File: src/core/sdfs_pkg.sv
// Package: register map, field positions and carrier types of the SD data status block
// Operation
// - Read-wait request drives card and sets flag; writing one stops it and clears
// - SDIO interrupt seen on line 1 in four-line mode with no transfer active latches until software writes one
// - FIFO overrun, underrun or misaligned store sets sticky failure flag
// - Failed CRC status returned after a sent block sets sticky flag
// - Received block failing CRC sets sticky flag, cleared by writing one
// - Data or busy reception timeout sets sticky flag, cleared by writing one
// - Remaining-data counter reaching zero sets sticky data-finish flag
// - Completed busy-only check sets sticky busy-finish flag
// - Four-line receive mode start bit on line 0 but missing on any of lines 3 to 1 sets sticky error flag
// - Bits 1 and 0 show live transmit and receive progress
// - Transmit mode: space indication while FIFO not full, DMA request if enabled
// - Receive mode: data indication while FIFO not empty, DMA request if enabled
// - Transmit half-level reads one at 32 bytes or fewer
// - Transmit empty reads one exactly at zero bytes
// - Receive last-data reads one once FIFO holds final data of transfer
// - Receive full reads one only at 64 bytes
// - Receive half-level reads one from 32 to 64 bytes
// - Seven-bit field reports bytes held in FIFO
// - Two-bit mode selects idle, busy check, receive, transmit as 00..11
// - Wide-bus setting selects line 0 only or lines 3 to 0
// - DMA-enable setting selects polled or DMA-driven FIFO servicing
package sdfs_pkg;

    // ------------------------------------------------------------------
    // Register map
    // ------------------------------------------------------------------
    localparam logic [31:0] ADDR_DATA_CTRL   = 32'h5A00002C;
    localparam logic [31:0] ADDR_DATA_STATUS = 32'h5A000034;
    localparam logic [31:0] ADDR_FIFO_STATUS = 32'h5A000038;

    // ------------------------------------------------------------------
    // Field positions
    // ------------------------------------------------------------------
    localparam int CTRL_WIDE_BIT  = 16;
    localparam int CTRL_DMA_BIT   = 15;
    localparam int CTRL_MODE_LO   = 12;
    localparam int ST_READ_WAIT   = 10;
    localparam int ST_CARD_IRQ    = 9;
    localparam int ST_FIFO_FAIL   = 8;
    localparam int ST_CRC_STATUS  = 7;
    localparam int ST_RX_CRC      = 6;
    localparam int ST_TIMEOUT     = 5;
    localparam int ST_DATA_FINISH = 4;
    localparam int ST_BUSY_FINISH = 3;
    localparam int ST_START_ERR   = 2;
    localparam int ST_TX_ACTIVE   = 1;
    localparam int ST_RX_ACTIVE   = 0;
    localparam int FS_TX_SPACE    = 13;
    localparam int FS_RX_DATA     = 12;
    localparam int FS_TX_HALF     = 11;
    localparam int FS_TX_EMPTY    = 10;
    localparam int FS_RX_LAST     = 9;
    localparam int FS_RX_FULL     = 8;
    localparam int FS_RX_HALF     = 7;

    // ------------------------------------------------------------------
    // Reset values and levels
    // ------------------------------------------------------------------
    localparam logic [8:0]  FLAGS_RESET   = 9'h000;
    localparam logic [16:0] CTRL_RESET    = 17'h00000;
    localparam logic [6:0]  FIFO_DEPTH    = 7'h40;
    localparam logic [6:0]  HALF_LEVEL    = 7'h20;

    // ------------------------------------------------------------------
    // Types
    // ------------------------------------------------------------------
    typedef enum logic [1:0] {
        SDFS_MODE_IDLE = 2'b00,
        SDFS_MODE_BUSY = 2'b01,
        SDFS_MODE_RX   = 2'b10,
        SDFS_MODE_TX   = 2'b11
    } sdfs_mode_t;

    typedef struct packed {
        logic read_wait_issue;
        logic fifo_misalign;
        logic crc_status_bad;
        logic rx_crc_bad;
        logic data_timeout;
        logic remain_zero;
        logic busy_done;
        logic block_end;
        logic tx_active;
        logic rx_active;
        logic rx_last;
        logic fifo_push;
        logic fifo_pop;
    } sdfs_engine_t;

    typedef struct packed {
        sdfs_mode_t mode;
        logic       four_line_select;
        logic       dma_service_enable;
    } sdfs_ctrl_t;

endpackage

File: src/core/sdfs_status.sv
// SD host data-path and FIFO status registers with DMA request and link sampling
`timescale 1ns/1ps
`default_nettype none
module sdfs_status #(
    parameter int ADDR_W = 32
) (
    input  wire logic                  clk,             // Peripheral bus clock
    input  wire logic                  rst_n,           // Synchronous reset, active low
    input  wire logic                  ce,              // Clock enable, freezes state when low
    input  wire logic [ADDR_W-1:0]     addr,            // Register address
    input  wire logic [31:0]           wdata,           // Write data
    input  wire logic                  wr,              // Write strobe
    input  wire logic                  rd,              // Read strobe
    output logic      [31:0]           rdata,           // Read data, cycle after rd
    input  wire sdfs_pkg::sdfs_engine_t eng,            // Events and levels from data engine
    input  wire logic                  link_clk,        // Card link clock, sampled
    input  wire logic [3:0]            link_dat,        // Card data lines, sampled
    output sdfs_pkg::sdfs_ctrl_t       ctrl,            // Transfer settings to engine
    output logic                       read_wait_drive, // Read-wait request toward card
    output logic                       dma_req          // DMA transfer request
);

    // ------------------------------------------------------------------
    // Link synchronisers
    // ------------------------------------------------------------------
    logic [4:0] link_s1_r;
    logic [4:0] link_s2_r;
    logic       link_clk_d_r;
    logic       link_rise;

    always_ff @(posedge clk) begin
        if (!rst_n) begin
            // Idle levels: link clock low, pulled-up data lines high, so no false edge
            link_s1_r <= 5'h0F;
            link_s2_r <= 5'h0F;
        end else if (ce) begin
            link_s1_r <= {link_clk, link_dat};
            link_s2_r <= link_s1_r;
        end
    end

    always_ff @(posedge clk) begin
        if (!rst_n) begin
            link_clk_d_r <= 1'b0;
        end else if (ce) begin
            link_clk_d_r <= link_s2_r[4];
        end
    end

    assign link_rise = link_s2_r[4] && !link_clk_d_r;

    // ------------------------------------------------------------------
    // Control register
    // ------------------------------------------------------------------
    logic [16:0] ctrl_r;
    logic        wr_ctrl;
    logic        wr_stat;

    assign wr_ctrl = wr && (addr == ADDR_W'(sdfs_pkg::ADDR_DATA_CTRL));
    assign wr_stat = wr && (addr == ADDR_W'(sdfs_pkg::ADDR_DATA_STATUS));

    always_ff @(posedge clk) begin
        if (!rst_n) begin
            ctrl_r <= sdfs_pkg::CTRL_RESET;
        end else if (ce && wr_ctrl) begin
            ctrl_r <= wdata[16:0];
        end
    end

    always_ff @(posedge clk) begin
        if (!rst_n) begin
            ctrl <= '{mode: sdfs_pkg::SDFS_MODE_IDLE, four_line_select: 1'b0,
                      dma_service_enable: 1'b0};
        end else if (ce) begin
            ctrl.mode               <= sdfs_pkg::sdfs_mode_t'(
                ctrl_r[sdfs_pkg::CTRL_MODE_LO +: 2]);
            ctrl.four_line_select   <= ctrl_r[sdfs_pkg::CTRL_WIDE_BIT];
            ctrl.dma_service_enable <= ctrl_r[sdfs_pkg::CTRL_DMA_BIT];
        end
    end

    sdfs_pkg::sdfs_mode_t mode;
    logic                 wide;
    logic                 dma_en;

    assign mode   = sdfs_pkg::sdfs_mode_t'(ctrl_r[sdfs_pkg::CTRL_MODE_LO +: 2]);
    assign wide   = ctrl_r[sdfs_pkg::CTRL_WIDE_BIT];
    assign dma_en = ctrl_r[sdfs_pkg::CTRL_DMA_BIT];

    // ------------------------------------------------------------------
    // FIFO byte count
    // ------------------------------------------------------------------
    logic [6:0] count_r;
    logic [6:0] count_nxt;
    logic       overrun;
    logic       underrun;

    always_comb begin
        overrun   = 1'b0;
        underrun  = 1'b0;
        count_nxt = count_r;
        if (eng.fifo_push && !eng.fifo_pop) begin
            if (count_r == sdfs_pkg::FIFO_DEPTH) begin
                overrun = 1'b1;
            end else begin
                count_nxt = count_r + 7'h01;
            end
        end else if (eng.fifo_pop && !eng.fifo_push) begin
            if (count_r == 7'h00) begin
                underrun = 1'b1;
            end else begin
                count_nxt = count_r - 7'h01;
            end
        end else if (eng.fifo_pop && eng.fifo_push && count_r == 7'h00) begin
            underrun = 1'b1;
            count_nxt = 7'h01;
        end
    end

    always_ff @(posedge clk) begin
        if (!rst_n) begin
            count_r <= 7'h00;
        end else if (ce) begin
            count_r <= count_nxt;
        end
    end

    // ------------------------------------------------------------------
    // Card-side detectors
    // ------------------------------------------------------------------
    logic       await_start_r;
    logic       remain_zero_d_r;
    logic       start_seen;
    logic       start_bad;
    logic       card_irq;
    logic [3:0] lines;

    assign lines      = link_s2_r[3:0];
    assign start_seen = link_rise && !lines[0];
    assign start_bad  = start_seen && wide && (lines != 4'h0);
    assign card_irq   = link_rise && wide && !lines[1]
                        && !eng.rx_active && !eng.tx_active;

    always_ff @(posedge clk) begin
        if (!rst_n) begin
            await_start_r <= 1'b0;
        end else if (ce) begin
            if (mode != sdfs_pkg::SDFS_MODE_RX) begin
                await_start_r <= 1'b0;
            end else if (eng.block_end || !eng.rx_active) begin
                await_start_r <= 1'b1;
            end else if (start_seen) begin
                await_start_r <= 1'b0;
            end
        end
    end

    always_ff @(posedge clk) begin
        if (!rst_n) begin
            remain_zero_d_r <= 1'b0;
        end else if (ce) begin
            remain_zero_d_r <= eng.remain_zero;
        end
    end

    // ------------------------------------------------------------------
    // Sticky flags, set wins over write-one clear
    // ------------------------------------------------------------------
    logic [8:0] flags_r;
    logic [8:0] flag_set;
    logic [8:0] flag_clr;

    always_comb begin
        flag_set = 9'h000;
        flag_set[sdfs_pkg::ST_READ_WAIT - 2]   = eng.read_wait_issue;
        flag_set[sdfs_pkg::ST_CARD_IRQ - 2]    = card_irq;
        flag_set[sdfs_pkg::ST_FIFO_FAIL - 2]   = overrun || underrun
                                                 || eng.fifo_misalign;
        flag_set[sdfs_pkg::ST_CRC_STATUS - 2]  = eng.crc_status_bad;
        flag_set[sdfs_pkg::ST_RX_CRC - 2]      = eng.rx_crc_bad;
        flag_set[sdfs_pkg::ST_TIMEOUT - 2]     = eng.data_timeout;
        flag_set[sdfs_pkg::ST_DATA_FINISH - 2] = eng.remain_zero
                                                 && !remain_zero_d_r;
        flag_set[sdfs_pkg::ST_BUSY_FINISH - 2] = eng.busy_done
            && (mode == sdfs_pkg::SDFS_MODE_BUSY);
        flag_set[sdfs_pkg::ST_START_ERR - 2]   = await_start_r && start_bad;
    end

    assign flag_clr = wr_stat ? wdata[10:2] : 9'h000;

    always_ff @(posedge clk) begin
        if (!rst_n) begin
            flags_r <= sdfs_pkg::FLAGS_RESET;
        end else if (ce) begin
            flags_r <= (flags_r & ~flag_clr) | flag_set;
        end
    end

    always_ff @(posedge clk) begin
        if (!rst_n) begin
            read_wait_drive <= 1'b0;
        end else if (ce) begin
            read_wait_drive <= flags_r[sdfs_pkg::ST_READ_WAIT - 2] && !flag_clr[8]
                               || eng.read_wait_issue;
        end
    end

    // ------------------------------------------------------------------
    // Live progress and FIFO levels
    // ------------------------------------------------------------------
    logic [1:0] progress_r;
    logic       rx_last_r;

    always_ff @(posedge clk) begin
        if (!rst_n) begin
            progress_r <= 2'b00;
            rx_last_r  <= 1'b0;
        end else if (ce) begin
            progress_r <= {eng.tx_active, eng.rx_active};
            rx_last_r  <= eng.rx_last && (mode == sdfs_pkg::SDFS_MODE_RX);
        end
    end

    function automatic logic [6:0] fifo_levels(input logic [6:0] cnt,
                                               input sdfs_pkg::sdfs_mode_t m);
        logic [6:0] lv;
        lv    = 7'h00;
        lv[6] = (m == sdfs_pkg::SDFS_MODE_TX) && (cnt < sdfs_pkg::FIFO_DEPTH);
        lv[5] = (m == sdfs_pkg::SDFS_MODE_RX) && (cnt != 7'h00);
        // Level bits of one direction read zero outside that direction's mode
        lv[4] = (m == sdfs_pkg::SDFS_MODE_TX) && (cnt <= sdfs_pkg::HALF_LEVEL);
        lv[3] = (m == sdfs_pkg::SDFS_MODE_TX) && (cnt == 7'h00);
        lv[1] = (m == sdfs_pkg::SDFS_MODE_RX) && (cnt == sdfs_pkg::FIFO_DEPTH);
        lv[0] = (m == sdfs_pkg::SDFS_MODE_RX) && (cnt >= sdfs_pkg::HALF_LEVEL);
        return lv;
    endfunction

    logic [6:0] lv_now;
    logic [6:0] lv_nxt;

    assign lv_now = fifo_levels(count_r, mode);
    assign lv_nxt = fifo_levels(count_nxt, mode);

    always_ff @(posedge clk) begin
        if (!rst_n) begin
            dma_req <= 1'b0;
        end else if (ce) begin
            dma_req <= dma_en && (lv_nxt[6] || lv_nxt[5]);
        end
    end

    // ------------------------------------------------------------------
    // Register read port
    // ------------------------------------------------------------------
    logic [31:0] rd_val;

    always_comb begin
        rd_val = 32'h00000000;
        if (addr == ADDR_W'(sdfs_pkg::ADDR_DATA_CTRL)) begin
            rd_val[16:0] = ctrl_r;
        end else if (addr == ADDR_W'(sdfs_pkg::ADDR_DATA_STATUS)) begin
            rd_val[10:0] = {flags_r, progress_r};
        end else if (addr == ADDR_W'(sdfs_pkg::ADDR_FIFO_STATUS)) begin
            rd_val[sdfs_pkg::FS_TX_SPACE] = lv_now[6];
            rd_val[sdfs_pkg::FS_RX_DATA]  = lv_now[5];
            rd_val[sdfs_pkg::FS_TX_HALF]  = lv_now[4];
            rd_val[sdfs_pkg::FS_TX_EMPTY] = lv_now[3];
            rd_val[sdfs_pkg::FS_RX_LAST]  = rx_last_r;
            rd_val[sdfs_pkg::FS_RX_FULL]  = lv_now[1];
            rd_val[sdfs_pkg::FS_RX_HALF]  = lv_now[0];
            rd_val[6:0]                   = count_r;
        end
    end

    always_ff @(posedge clk) begin
        if (!rst_n) begin
            rdata <= 32'h00000000;
        end else if (ce) begin
            rdata <= rd ? rd_val : 32'h00000000;
        end
    end

endmodule
`default_nettype wire

File: config.mk
export PLATFORM = sky130hd
export DESIGN_NAME = sdfs_status
export DESIGN_NICKNAME = d
export VERILOG_FILES = /design/src/core/sdfs_pkg.sv /design/src/core/sdfs_status.sv
export SDC_FILE = /design/constraint.sdc
export NUM_CORES = 1
export LEC_CHECK = 0
export BUFFER_PORTS_ARGS = -buffer_cell sky130_fd_sc_hd__buf_2
export CAP_MARGIN = 20
export CORE_MARGIN = 8
export CORE_UTILIZATION = 50
export CTS_BUF_LIST = sky130_fd_sc_hd__clkbuf_4
export CTS_CLUSTER_DIAMETER = 80
export DETAILED_ROUTE_END_ITERATION = 10
export PLACE_DENSITY = 0.79
export RECOVER_POWER = 100
export SETUP_SLACK_MARGIN = 0.15
export SYNTH_ARGS = -nofsm -noshare
export SYNTH_HDL_FRONTEND = slang
export SYNTH_SLANG_ARGS = --single-unit
File: constraint.sdc
create_clock -name clk -period 3.9 [get_ports clk]
set_input_delay 0.39 -clock clk [delete_from_list [all_inputs] [get_ports clk]]
set_output_delay 0.39 -clock clk [all_outputs]
set_load 0.02 [all_outputs]
Yosys cells after proc, flatten, opt, wreduce, memory -nomap -nowiden
Cells that the tools add are included.

Bits in registers: 87. Input port bits: 87. Output and inout bits: 38. Logic and storage cells: 103.

Add/sub/neg operators: 2. Magnitude comparators: 4. Equal/unequal tests: 8. Multiplexer cells: 21. Bitwise logic cells: 3. Reductions and logical operators: 49.

Operators by type and width (count): $eq 32x31->1 const B (3); $mux 7 (5); $logic_and 1x1->1 (29); $mux 14 (2); $mux 17 (1); $lt 7x7->1 const B (2); $reduce_bool 7->1 (2); $mux 11 (1); $and 9x9->9 (1); $logic_not 1->1 (9); $mux 1 (9); $mux 9 (1); $not 9->9 (1); $or 9x9->9 (1); $add 7x1->7 const B (1); $eq 7x7->1 const B (1); $ge 7x6->1 const B (1); $le 7x6->1 const B (1); $logic_not 7->1 (1); $sub 7x1->7 const B (1); $mux 3 (2); $logic_or 1x1->1 (5); $eq 2x2->1 const B (2); $reduce_bool 4->1 (1); 4 further kinds (4).

Logic depth before layout (Yosys ltp)
Depth in word-level cells: 9. Gate-level depth with buffers: 10. Depth with buffers taken out: 8.

Least setup slack after synthesis
OpenSTA, ideal clock, no wires.

Kind: flip-flop to flip-flop. From: register count_r[0]. To: register dma_req. Library setup time: 0.117 ns. Arrival time: 2.247 ns. Data required time: 3.783 ns. Setup slack: 1.536 ns. Cell stages (with the launch flop): 10. Path buffers: 1. Clock period less this slack: 2.364 ns. Cell sequence: dfxtp_1 > clkbuf_1 > inv_1 > ha_1 > or3b_4 > o221ai_2 > o21ai_1 > or4_1 > nand4bb_1 > a22o_1.

Longest elaborated chain between the ends: 9. Elaborated cells between the ends (all ways): 16. Those cells by class: add/sub: 2; order compare: 1; eq/ne: 1; mux: 5; reduce/logical: 7.

RTL lines: start, declared (line sdfs_status.sv:93) `logic [6:0] count_r;`; start signal, assigned (line sdfs_status.sv:124) `count_r <= count_nxt;`; branches (longest 4 deep; another with $sub 7x1->7); $mux 7 * (line sdfs_status.sv:102) `if (eng.fifo_push && !eng.fifo_pop) begin`; $lt 7x7->1 or $reduce_bool 7->1 (tied branches) (line sdfs_status.sv:228, sdfs_status.sv:229); $logic_and 1x1->1 (on tied branches) (line sdfs_status.sv:228, sdfs_status.sv:229); $logic_or 1x1->1 * (line sdfs_status.sv:248) `dma_req <= dma_en && (lv_nxt[6] || lv_nxt[5]);`; $logic_and 1x1->1 * (line sdfs_status.sv:248); end signal, assigned (line sdfs_status.sv:248); end, declared (line sdfs_status.sv:20) `output logic dma_req`.

Mark *: on every way between the ends. A chain may end at the register's enable or synchronous reset.

==> summary.md <==
| Metric | Value |
|---|---|
| # H-tree levels | `3` |
| Fin crit period | `2.789 ns` |
| Num ports | `125` |
| WL/cell | `15.85 um` |
| Die Ht | `102.2 um` |
| Hold Path Class | `in2reg` |
| Status | `finished, violations left` |
| Via/cell ratio | `5.480` |
| Syn Area/Cell | `8.492 um2` |
| Worst path cell trace | `buf_2 > clkbuf_1 > nor2b_1 > a22o_1` |
| CP max stage cell | `clkbuf_1` |
| DPL Wire Length | `7404 um` |
| Inserted Clock Buffers | `9` |
| Fraction of registers with async set/reset | `0%` |
| Number of synthesis warnings | `0` |
| Final-report max-slew violation count | `62` |
| Effective utilization at floorplan | `51.44%` |
| Post-synthesis sequential area ratio | `38.30%` |
| Largest family of logic cells by synthesized area | `simple AND/OR/NAND/NOR gates` |
| Area contributors post-synth | `dfxtp_1 (38%), mux2i_1 (10%), nor2b_1 (7.6%), o21ai_0 (5.1%), nand2_1 (4.8%)` |
| Number of synthesized flops with an enable pin | `0` |
| Area of the mapped netlist | `3711 um2` |
| Global route overflow | `0` |
| Router iterations before antenna repair | `4` |
| Vias in the first global route | `3299` |
| Skew-Pair Late Insertion Delay | `0.41 ns` |
| Worst Path Arrival | `3.15 ns` |
| Xor/xnor share of the synthesized area | `0.7080%` |
| Fin. Hold Viols | `0` |
| Vias | `3381` |
| Top-count cell post-synth | `dfxtp_1` |
| Fin Setup TNS | `0 ns` |
| Post-CTS Hold Buffers | `0` |
| Gates resized, CTS repair | `0` |
| Initial DRC count | `211` |
| Pwr Total | `1.492 mW` |
| Leak pwr | `1.615 nW` |
| Post-Route Skew | `0.01154 ns` |
| Placer Congestion | `0.8594` |
| CP endpoint kind | `flip-flop` |
| Critical path class | `in2reg` |
| Initial antenna violation count | `0` |
| Synth top area share | `38.30%` |
| Final Cycle Share | `71.50%` |
| Adder-cell area share of the yosys netlist | `0.6743%` |
| DP Area | `4140 um2` |
| Synth Area in Simple Gates | `26.30%` |
| Wirelength, routed | `9782 um` |
| Final setup vio count | `0` |
| Cell area after layout | `4253 um2` |
| Port Buf Inserts | `94` |
| Area Overhead vs Synth | `14.60%` |
| Core Rows | `31` |
| Mux contribution to synthesized area | `9.980%` |
| Worst-margin pin slew | `2.038 ns` |
| Area leader, netlist | `dfxtp_1` |
| CTS sink cnt | `71` |
| Violated checks | `max-capacitance violations, max-slew violations` |
| CP Launch Type | `primary input` |
| Mapped Cells | `437` |
| Synth Area in Compound Gates | `16.35%` |
| Peak supply drop | `222.8 uV` |
| CTS tree | `yes` |
| Final #Nets | `602` |
| Hold WS | `0.1783 ns` |
| Clk pin slew, worst setup/hold paths | `0.12 ns` |
| Chip Width | `102.2 um` |
| Root Buffer Master | `clkbuf_4` |
| Critical Path Max Stage Delay | `1.45 ns` |
| Fmax | `358.6 MHz` |
| Total Routing Usage GR | `18.81%` |
| # DRC | `0` |
| Longest Clk Path Bufs | `2` |
| Critical-path maximum fanout | `61` |
| First-pass GRT wire length | `15540 um` |
| Core Area | `7214 um2` |
| Yosys reg bits | `71` |
| Main synth FF type | `dfxtp_1` |
| Fraction of layout cells with a size suffix above 1 | `16.99%` |
| ANT nets after route | `0` |
| Largest net degree at the start of global routing | `62` |
| PD cells | `350.7 nW/um2` |
| Commonest cells in the synthesized netlist | `dfxtp_1 (71), nand2_1 (47), nor2b_1 (45), o21ai_0 (38), mux2i_1 (37)` |
| Die Area | `10430 um2` |
| Ant diodes | `0` |
| Number of setup buffers added after CTS | `0` |
| Library cells used by synthesis | `56` |
| Slew HR | `-35.84%` |
| Max cap viols | `1` |
| Req. time, crit path | `4.26 ns` |
| RSZ-0062 raised after global routing | `false` |
[path summary, 6_finish.rpt]
check / startpoint / to / slack [ns] / cells past startpoint
max reg2reg: count_r[0] / dma_req / 1.16 / 8
max: rst_n / dma_req / 1.11 / 4
min: link_dat[2] / link_s1_r[2] / 0.18 / 3
min reg2reg: rdata[8] / rdata[8] / 0.47 / 2
[cell usage in the layout (no fill, tap or decap), types with 15 or more instances in the layout]
master and n:
dfxtp_1 71, buf_2 69, nand2_1 47, nor2b_1 45
o21ai_0 40, mux2i_1 37, clkbuf_1 27, a21oi_1 21
conb_1 15
[cell families (layout without fill, tap and decap cells)]
group,count (synthesis),count (layout)
AOI/OAI and AO/OA,97,97
adders and majority gates,2,2
and+or+nand+nor,170,170
xor gates and xnor gates,3,3
DFF,71,71
muxes,37,37
other,1,15
buffers and inverters,56,123
[state kept, by name, summed over array words and instances, names as in the netlist]
register / count
link_clk_d_r: 1
link_s2_r: 5
link_s1_r: 5
remain_zero_d_r: 1
ctrl: 4
ctrl_r: 17
progress_r: 2
flags_r: 9
await_start_r: 1
dma_req: 1
count_r: 7
rx_last_r: 1
rdata: 17
[through the flow]
| stage | std cells | utilization [%] | worst slack (ns) |
|---|---|---|---|
| after CTS | 617 | 59.59 | 1.318 |
| final | 617 | 58.95 | 1.111 |
| after detailed placement | 601 | 57.39 | 1.345 |
| after global placement | 601 | 57.39 | 1.388 |
| after global routing | 617 | 58.95 | 0.7479 |
| after floorplan | 451 | - | 1.536 |
[per-layer routing]
layer | wire (um) | up-vias | global-route usage (%)
met3 | 699 | 17 | 3.474
met2 | 4759 | 128 | 32.33
met1 | 4144 | 1567 | 21.98
met5 | 0 | - | 0
li1 | - | 1669 | -
met4 | 178 | 0 | 9.029
[worst max-delay path, delay by kind of cell]
family | cells | cell delay, ns
simple gates | 1 | 0.95
compound gates | 1 | 0.27
buf+inv | 2 | 1.52
[power breakdown]
part | leakage (nW) | internal, mW | switching [mW]
clock network | 0.0821 | 0.265 | 0.257
logic | 0.957 | 0.0919 | 0.116
registers | 0.576 | 0.740 | 0.0202
total | 1.61 | 1.10 | 0.394
[cell type report]
| type | count | area [um2] |
|---|---|---|
| multi-input cells | 324 | 2053 |
| flip-flops and latches | 71 | 1421 |
| repair buffers | 98 | 461.7 |
| fillers | 681 | 2962 |
| clock buffers | 10 | 75.07 |
| clock inverters | 6 | 83.83 |
| well taps | 99 | 123.9 |
| inverters | 9 | 33.78 |
Note: power is estimated with default switching activity, not from simulation.
